**config.mk**
```make
export PLATFORM = sky130hd
export DESIGN_NAME = dcs_output_logic
export DESIGN_NICKNAME = d
export VERILOG_FILES = /design/src/dcs_pkg.sv /design/src/dcs_output_logic.sv
export SDC_FILE = /design/constraint.sdc
export NUM_CORES = 1
export LEC_CHECK = 0
export BUFFER_PORTS_ARGS = -buffer_cell sky130_fd_sc_hd__clkbuf_2
export CAP_MARGIN = 20
export CORE_MARGIN = 2
export CORE_UTILIZATION = 46
export CTS_CLUSTER_SIZE = 40
export DETAILED_ROUTE_END_ITERATION = 8
export GPL_TIMING_DRIVEN = 0
export HOLD_SLACK_MARGIN = 0.02
export PLACE_DENSITY = 0.72
export SYNTH_ARGS = -nofsm -noshare
export SYNTH_HDL_FRONTEND = slang
export SYNTH_SLANG_ARGS = --single-unit
```
**constraint.sdc**
```tcl
create_clock -name clk -period 2 [get_ports clk]
set_clock_uncertainty 0.15 [all_clocks]
set_input_delay 0.4 -clock clk [delete_from_list [all_inputs] [get_ports clk]]
set_output_delay 0.4 -clock clk [all_outputs]
set_load 0.03 [all_outputs]
```
**src/dcs_pkg.sv**
```systemverilog
// package: shared constants and types of the dual channel safety output logic
`default_nettype none
package dcs_pkg;

  // -------------------------------------------------------------------------
  // plausibility monitor states
  // -------------------------------------------------------------------------
  typedef enum logic [1:0] {
    DCS_ST_OK      = 2'b00,
    DCS_ST_UNEQUAL = 2'b01,
    DCS_ST_LOCK    = 2'b10
  } dcs_state_t;

  // -------------------------------------------------------------------------
  // indication encodings
  // -------------------------------------------------------------------------
  typedef enum logic [1:0] {
    DCS_IN_IND_OFF   = 2'b00,
    DCS_IN_IND_ON    = 2'b01,
    DCS_IN_IND_FAST  = 2'b10,
    DCS_IN_IND_FLASH = 2'b11
  } dcs_in_ind_t;

  typedef enum logic [1:0] {
    DCS_DEV_IND_OFF   = 2'b00,
    DCS_DEV_IND_GREEN = 2'b01,
    DCS_DEV_IND_RED   = 2'b10
  } dcs_dev_ind_t;

  // -------------------------------------------------------------------------
  // grouped signals
  // -------------------------------------------------------------------------
  typedef struct packed {
    logic safety_in_a;
    logic safety_in_b;
  } dcs_pair_t;

  typedef struct packed {
    dcs_in_ind_t  input_ind;
    dcs_dev_ind_t device_ind;
  } dcs_ind_t;

  // -------------------------------------------------------------------------
  // reset values
  // -------------------------------------------------------------------------
  localparam dcs_pair_t  DCS_PAIR_RST  = 2'h0;
  localparam dcs_state_t DCS_STATE_RST = DCS_ST_OK;
  localparam logic [1:0] DCS_EVAL_CYCLES = 2'h2;  // cycles before outputs may rise

endpackage
`default_nettype wire

```
**src/dcs_output_logic.sv**
```systemverilog
// module: dual channel safety output logic with plausibility monitor
//
// Function
// - when actuator present and ready, each output copies its own input
// - no actuator detected forces both safety outputs low
// - without diagnostic link, signal output shows actuator presence
// - one input falls while other stays high: unequal state indicated
// - same input rises again: plausibility error, partial operation lock
// - lock releases only after both inputs seen low together
// - attached fieldbus module enables the diagnostic input automatically
// - without fieldbus module the diagnostic input is ignored
// - in diagnostic mode signal output carries transmit data
// - diagnostic link re-establishes itself after every power-up
`default_nettype none
module dcs_output_logic
  import dcs_pkg::*;
(
  input  wire logic              clk,
  input  wire logic              srst,
  input  wire dcs_pkg::dcs_pair_t safety_in,
  input  wire logic              actuator_present,
  input  wire logic              switch_ready,
  input  wire logic              fieldbus_attached,
  input  wire logic              diag_in,
  input  wire logic              diag_tx_data,
  output var  logic              safety_out_a,
  output var  logic              safety_out_b,
  output var  logic              signal_diag_out,
  output var  logic              diag_rx_data,
  output var  logic              diag_rx_valid,
  output var  logic              diag_active,
  output var  logic              plaus_error,
  output var  dcs_pkg::dcs_ind_t indication
);

  // -------------------------------------------------------------------------
  // state
  // -------------------------------------------------------------------------
  dcs_state_t  state;
  dcs_state_t  next_state;
  dcs_pair_t   prev_in;
  logic        odd_ch;       // channel that dropped: 0 = a, 1 = b
  logic        next_odd_ch;
  logic [1:0]  eval_cnt;
  logic        evaluated;

  // -------------------------------------------------------------------------
  // decode
  // -------------------------------------------------------------------------
  wire logic a_fell    = prev_in.safety_in_a & ~safety_in.safety_in_a;
  wire logic b_fell    = prev_in.safety_in_b & ~safety_in.safety_in_b;
  wire logic a_rose    = ~prev_in.safety_in_a & safety_in.safety_in_a;
  wire logic b_rose    = ~prev_in.safety_in_b & safety_in.safety_in_b;
  wire logic both_low  = ~safety_in.safety_in_a & ~safety_in.safety_in_b;
  wire logic odd_rose  = odd_ch ? b_rose : a_rose;
  wire logic other_hi  = odd_ch ? safety_in.safety_in_a : safety_in.safety_in_b;
  wire logic a_drop    = a_fell & prev_in.safety_in_b & safety_in.safety_in_b;
  wire logic b_drop    = b_fell & prev_in.safety_in_a & safety_in.safety_in_a;
  wire logic run       = actuator_present & switch_ready & evaluated;
  wire logic pass      = run & (next_state != DCS_ST_LOCK);
  wire logic next_out_a = pass & safety_in.safety_in_a;
  wire logic next_out_b = pass & safety_in.safety_in_b;
  wire logic diag_mode = fieldbus_attached;
  wire logic next_sig  = diag_mode ? diag_tx_data : actuator_present;

  // -------------------------------------------------------------------------
  // plausibility monitor next state
  // -------------------------------------------------------------------------
  always_comb begin
    next_state  = state;
    next_odd_ch = odd_ch;
    case (state)
      DCS_ST_OK: begin
        if (a_drop) begin
          next_state  = DCS_ST_UNEQUAL;
          next_odd_ch = 1'b0;
        end else if (b_drop) begin
          next_state  = DCS_ST_UNEQUAL;
          next_odd_ch = 1'b1;
        end
      end
      DCS_ST_UNEQUAL: begin
        if (both_low) begin
          next_state = DCS_ST_OK;
        end else if (odd_rose && other_hi) begin
          next_state = DCS_ST_LOCK;
        end
      end
      DCS_ST_LOCK: begin
        if (both_low) begin
          next_state = DCS_ST_OK;
        end
      end
      default: begin
        next_state = DCS_ST_LOCK;
      end
    endcase
  end

  // -------------------------------------------------------------------------
  // state registers
  // -------------------------------------------------------------------------
  always_ff @(posedge clk) begin
    if (srst) begin
      state   <= DCS_STATE_RST;
      odd_ch  <= 1'b0;
      prev_in <= DCS_PAIR_RST;
    end else begin
      state   <= next_state;
      odd_ch  <= next_odd_ch;
      prev_in <= safety_in;
    end
  end

  // power-up evaluation delay
  always_ff @(posedge clk) begin
    if (srst) begin
      eval_cnt  <= 2'h0;
      evaluated <= 1'b0;
    end else if (!evaluated) begin
      eval_cnt  <= eval_cnt + 2'h1;
      evaluated <= (eval_cnt == DCS_EVAL_CYCLES - 2'h1);
    end
  end

  // -------------------------------------------------------------------------
  // output registers
  // -------------------------------------------------------------------------
  always_ff @(posedge clk) begin
    if (srst) begin
      safety_out_a    <= 1'b0;
      safety_out_b    <= 1'b0;
      signal_diag_out <= 1'b0;
      diag_active     <= 1'b0;
      plaus_error     <= 1'b0;
    end else begin
      safety_out_a    <= next_out_a;
      safety_out_b    <= next_out_b;
      signal_diag_out <= next_sig;
      diag_active     <= diag_mode;
      plaus_error     <= (next_state == DCS_ST_LOCK);
    end
  end

  // diagnostic receive path, dead without a fieldbus module
  always_ff @(posedge clk) begin
    if (srst) begin
      diag_rx_data  <= 1'b0;
      diag_rx_valid <= 1'b0;
    end else begin
      diag_rx_data  <= diag_mode & diag_in;
      diag_rx_valid <= diag_mode;
    end
  end

  // -------------------------------------------------------------------------
  // indication
  // -------------------------------------------------------------------------
  always_ff @(posedge clk) begin
    if (srst) begin
      indication <= {DCS_IN_IND_OFF, DCS_DEV_IND_OFF};
    end else begin
      case (next_state)
        DCS_ST_UNEQUAL: indication <= {DCS_IN_IND_FAST, DCS_DEV_IND_RED};
        DCS_ST_LOCK:    indication <= {DCS_IN_IND_FLASH, DCS_DEV_IND_RED};
        default: begin
          indication.device_ind <= switch_ready ? DCS_DEV_IND_GREEN : DCS_DEV_IND_OFF;
          indication.input_ind  <= (safety_in.safety_in_a & safety_in.safety_in_b)
                                   ? DCS_IN_IND_ON : DCS_IN_IND_OFF;
        end
      endcase
    end
  end
endmodule
`default_nettype wire

```
==> impl_metrics.toml, run 1 <==
[status]
status = "finished clean"

[yosys]
synth_compound_gate_area_share = 0.07400
yosys_most_used_dff = "dfxtp_1"
syn_nets = 74
synth_mux_area_frac = 0.04800
ys_ff_latch = 17
synth_warnings = 0
synthesis.area_um2 = 625.6
async_flop_share = 0
synth-xor-area-share = 0.01400
synth_top_family_by_area = "simple AND/OR/NAND/NOR gates"
synthAdderAreaFrac = 0.04000
synthDistinctLibCells = 24
synth_area_per_cell_um2 = 9.930
syn_inst = 63
synth_edf_count = 0
synth-simple-area-share = 0.2380
ys_seq_area_frac = 0.5440

[critical_path]
worst-path-buf-inv = 0
slowest_stage = "or3_1"
arrival_ns = 1.85
rr_startpoint = "state[0]"
reg2regPathDepth = 5
cp_max_fo = 4
reg2reg_slack_ns = 0.22
start_kind = "flip-flop"
path_class = "reg2reg"
reg2reg_to = "safety_out_a"
cp-end-kind = "flip-flop"
worstPathRequired_ns = 2.07
cpPeakStageDelay_ns = 0.36
worstPathCellList = "or3_1 > a32o_2 > ha_1 > nand4b_1 > nor3b_1"
crit_family = "simple AND/OR/NAND/NOR gates"

[floorplan]
dieHeight_um = 40.88
core-area_um2 = 1285
die_w_um = 40.88
ios = 20
placementRows = 13
initial_core_util = 0.4869
dieArea_um2 = 1671

[placed_design]
post-dp-hpwl_um = 846.1
gp_congestion = 0.7480
dp_cells = 97
numPortBuffers = 19
dp_slack_ns = 0.01613

[timing]
worst_pin_slew_ns = 0.4176
min_period_ns = 1.782
rsz0062_at_grt = "no"
fin_ws_ns = 0.2178
slew_viol_final = 0
max_clock_freq_mhz = 561.1
finalSetupTns_ns = 0
finalSetupViolations = 0
max_slew_margin = 0.7216
hold_violations = 0
fin_crit_sh = 0.8911

[cts]
path_clk_slew_ns = 0.10
clock_path_buffers = 2
cts_tree = "done"
clock-root-buffer = "clkbuf_4"
numClockSinks = 17
cts-resized-gates = 0
cts_max_level = 1
cts_buffers = 3
ctsHoldBuffers = 0
clk_latency_ns = 0.29
post_cts_buffers = 0

[pwr]
peakVddDrop_v = 0.0005217
p_leak_nw = 0.3682
p_per_area_nw_per_um2 = 900.2

[finish]
antenna_cells = 0
drive_above_1_share = 0.3023
fin_util = 0.5969
syn2layout_area_growth_pct = 22.60
stdcell_count = 101
multi_input_area_um2 = 259.0
finalNetCount = 98
num-fill-cells = 114
seq_area_um2 = 340.3

[grt]
grt_usage = 0.1519
grt_start_max_net_pins = 11
grt_pass1_vias = 385
antenna_found_initial = 0
grt.overflow.total = 0
grt_pass1_wl_mm = 1.600

[hold_path]
min_from = "diag_in"
hold_path.class = "in2reg"
hold_depth = 2
min_to = "diag_rx_data"

[routing]
ant_nets = 0
vias = 493
drc = 0
routedWlPerCell_um = 10.59
drtIter0Drc = 10
drt-pass1-iter-count = 4
wirelength_mm = 1.070
via_per_inst = 4.881

[flow_run]
maxCapViolations = 0
## routing by layer
metal | vias to the layer above | track usage | wire (um) | part of all wire
met5 | - | 0 | 0 | 0
met3 | 5 | 0.04891 | 41 | 0.038
met2 | 11 | 0.2266 | 505 | 0.47
li1 | 264 | - | - | -
met4 | 0 | 0.1000 | 31 | 0.029
met1 | 213 | 0.1836 | 491 | 0.46
## synthesized netlist by cell type (all sizes together), types with 2 or more instances
cell type | count | area share
nor2b | 4 | 0.040
and2 | 2 | 0.020
a21oi | 2 | 0.016
nand2 | 2 | 0.012
ha | 2 | 0.040
buf | 2 | 0.024
dfxtp | 17 | 0.54
nor2 | 13 | 0.078
mux2i | 3 | 0.048
inv | 2 | 0.012
## layout make-up
| type | instances | share of cell area |
|---|---|---|
| clock buffer | 3 | 0.02936 |
| multi-input combinational | 41 | 0.3377 |
| inverter | 2 | 0.009788 |
| sequential | 17 | 0.4437 |
| tap | 15 | 0.02447 |
| timing repair buffer | 19 | 0.1240 |
| buffer | 3 | 0.02447 |
| clock inverter | 1 | 0.006525 |
## cell families (layout without fill, tap and decap cells)
group,count (synthesis),in the layout
mux,3,3
xor+xnor,1,1
buf+inv,5,28
compound gates,7,7
fa+ha+maj,2,2
flops,17,17
simple gates,28,28
## sequential cells by signal (all words and copies together), names as in the netlist
signal	flops
state	2
prev_in	2
diag_rx_valid	1
diag_rx_data	1
signal_diag_out	1
odd_ch	1
safety_out_b	1
safety_out_a	1
evaluated	1
eval_cnt	2
indication	3
plaus_error	1
## cell usage in the layout (no fill, tap or decap)
master / count
clkbuf_2: 19
dfxtp_1: 17
nor2_1: 13
nor2b_1: 4
mux2i_1: 3
clkbuf_4: 3
and2_1: 2
a21oi_1: 2
inv_1: 2
nand2_1: 2
ha_1: 2
buf_4: 2
nand4bb_1: 1
or2b_1: 1
o22ai_1: 1
or3_1: 1
a32o_2: 1
clkbuf_1: 1
xor2_1: 1
o21ai_0: 1
or3b_1: 1
a31oi_1: 1
nand4b_1: 1
nor3b_1: 1
nor3_1: 1
o21a_1: 1
clkinv_2: 1
## how the worst max path moves through the flow
stage          depth (start not counted)             to  slack (ns)         start
3_5_place_dp                           6   safety_out_a        0.02  safety_in[1]
5_1_grt                                6   safety_out_a        0.06      state[0]
4_1_cts                                5   safety_out_a        0.21      state[0]
3_3_place_gp                           6  indication[2]        0.04  safety_in[1]
2_1_floorplan                          5  indication[2]        0.24  safety_in[1]
6_report                               5   safety_out_a        0.22      state[0]
## metrics by stage
step                      hold slack [ns]  total power [W]  area (um2)
after floorplan                    0.3044        0.0004800       625.6
after CTS                          0.1513        0.0006975       767.0
after global placement             0.3246        0.0005103       739.5
final                              0.1492        0.0006905       767.0
after detailed placement           0.3312        0.0005184       739.5
after global routing               0.1559        0.0007314       767.0
## power breakdown
group | total (W) | switching [W] | internal (W)
clock | 0.000183 | 0.000108 | 0.0000746
combinational | 0.000115 | 0.0000665 | 0.0000489
sequential | 0.000392 | 0.0000214 | 0.000371
(Power assumes the default switching activity.)
==> run 2, diff against run 1 <==
--- a/config.mk
+++ b/config.mk
@@ -14,6 +14,7 @@
 export GPL_TIMING_DRIVEN = 0
 export HOLD_SLACK_MARGIN = 0.02
 export PLACE_DENSITY = 0.72
+export REMOVE_ABC_BUFFERS = 1
 export SYNTH_ARGS = -nofsm -noshare
 export SYNTH_HDL_FRONTEND = slang
 export SYNTH_SLANG_ARGS = --single-unit
==> run 2 against run 1 <==
  * Sequential share of layout area up 1.2 points
  * Sequential power about the same
  * Register-to-register slack about the same
  * First-iteration DRC count down 40%
  * Fmax grew 0.32%
  * Global-route usage down 0.55 points
  * Routed wire length down 11%
  * Power shrank 2.1%
  * Die area stayed put
==> impl_metrics.toml, run 2 (same netlist as run 1, synthesis figures left out) <==
[status]
status = "finished clean"

[timing]
hold_violations = 0
fin_ws_ns = 0.2234
fin_crit_sh = 0.8883
max_slew_margin = 0.8023
finalSetupTns_ns = 0
max_clock_freq_mhz = 562.9
finalSetupViolations = 0
rsz0062_at_grt = "no"
worst_pin_slew_ns = 0.2966
slew_viol_final = 0
worst_hold_slack_ns = 0.1608
min_period_ns = 1.777

[finish]
regMostFlops = "indication"
drive_above_1_share = 0.2771
antenna_cells = 0
final_cell_mix = "clkbuf_2 (19), dfxtp_1 (17), nor2_1 (13)"
syn2layout_area_growth_pct = 19.40
finalNetCount = 95
largest_reg_flops = 3
layout_commonest_cell = "clkbuf_2"

[cts]
numClockSinks = 17
post_cts_buffers = 0
clock-root-buffer = "clkbuf_4"
cts_tree = "done"
path_clk_slew_ns = 0.09
cts_buffers = 3
clock_path_buffers = 2
ctsHoldBuffers = 0
clk_latency_ns = 0.28
cts-resized-gates = 0
cts_max_level = 1

[routing]
wirelength_um = 952
via_per_inst = 4.786
routedWlPerCell_um = 9.714
ant_nets = 0
drc = 0
drt-pass1-iter-count = 3
drtIter0Drc = 6
vias = 469

[critical_path]
crit_cells = 5
arrival_ns = 1.80
cp-end-kind = "flip-flop"
rr_startpoint = "state[0]"
cp_max_fo = 4
start_kind = "flip-flop"
reg2regPathDepth = 5
worstPathCellList = "or3_1 > a32o_2 > ha_1 > mux2i_1 > nor2_1"
worst-path-buf-inv = 0
slowest_stage = "or3_1"
crit_family = "simple AND/OR/NAND/NOR gates"
reg2reg_slack_ns = 0.22
reg2reg_to = "indication[2]"
cpPeakStageDelay_ns = 0.37
path_class = "reg2reg"
crit_start = "state[0]"
worstPathRequired_ns = 2.02
crit_path_end = "indication[2]"

[grt]
grt_start_max_net_pins = 17
grtUsageMet2 = 0.2227
top_usage_layer = "met2"
grt_pass1_vias = 372
antenna_found_initial = 0
grtUsageMet1 = 0.1612
grt_usage = 0.1464
grt.overflow.total = 0
met3_usage = 0.09783
grt_pass1_wl_mm = 1.511

[placed_design]
dp_slack_ns = 0.03171
post-dp-hpwl_um = 724
gp_congestion = 0.7365
numPortBuffers = 19

[floorplan]
die_w_um = 40.88
core-area_um2 = 1285
ios = 20
placementRows = 13
initial_core_util = 0.4869
dieHeight_um = 40.88
dieArea_um2 = 1671

[pwr]
p_leak_nw = 0.3538
peakVddDrop_v = 0.0006709
power.total_w = 0.0006759
p_per_area_nw_per_um2 = 904.9

[hold_path]
hold_path.class = "in2reg"

[flow_run]
maxCapViolations = 0
[run 2: layer usage]
layer	vias to the layer above	part of all wire
met5	-	0
met4	0	0
met3	0	0.082
met2	13	0.50
met1	206	0.42
li1	250	-
[run 2: power breakdown]
| part | total [W] | leakage, nW | switching (W) | internal, W |
|---|---|---|---|---|
| Clock | 0.000176 | 0.0150 | 0.0000982 | 0.0000775 |
| Sequential | 0.000393 | 0.140 | 0.0000220 | 0.000371 |
| Combinational | 0.000107 | 0.199 | 0.0000613 | 0.0000460 |
| Total | 0.000676 | 0.354 | 0.000182 | 0.000494 |
[run 2: final cells by class]
cell class | instances | area, um2
fillers | 133 | 538.0
flip-flops and latches | 17 | 340.3
multi-input cells | 41 | 259.0
repair buffers | 19 | 95.09
clock buffers | 4 | 26.28
well taps | 15 | 18.77
inverters | 2 | 7.507
[run 2: metrics by stage]
stage / utilization / instance area, um2 / std cells
global placement: 0.5609 / 720.7 / 94
finish: 0.5813 / 747.0 / 98
floorplan: - / 606.8 / 60
CTS: 0.5813 / 747.0 / 98
global route: 0.5813 / 747.0 / 98
detailed placement: 0.5609 / 720.7 / 94
[run 2: worst min-delay path by stage]
stage | from | endpoint | slack (ns) | depth (start not counted)
after CTS | diag_in | diag_rx_data | 0.15 | 2
after global routing | diag_in | diag_rx_data | 0.15 | 2
after detailed placement | eval_cnt[1] | eval_cnt[1] | 0.33 | 2
final | diag_in | diag_rx_data | 0.16 | 2
after floorplan | eval_cnt[1] | eval_cnt[1] | 0.30 | 2
after global placement | eval_cnt[1] | eval_cnt[1] | 0.32 | 2
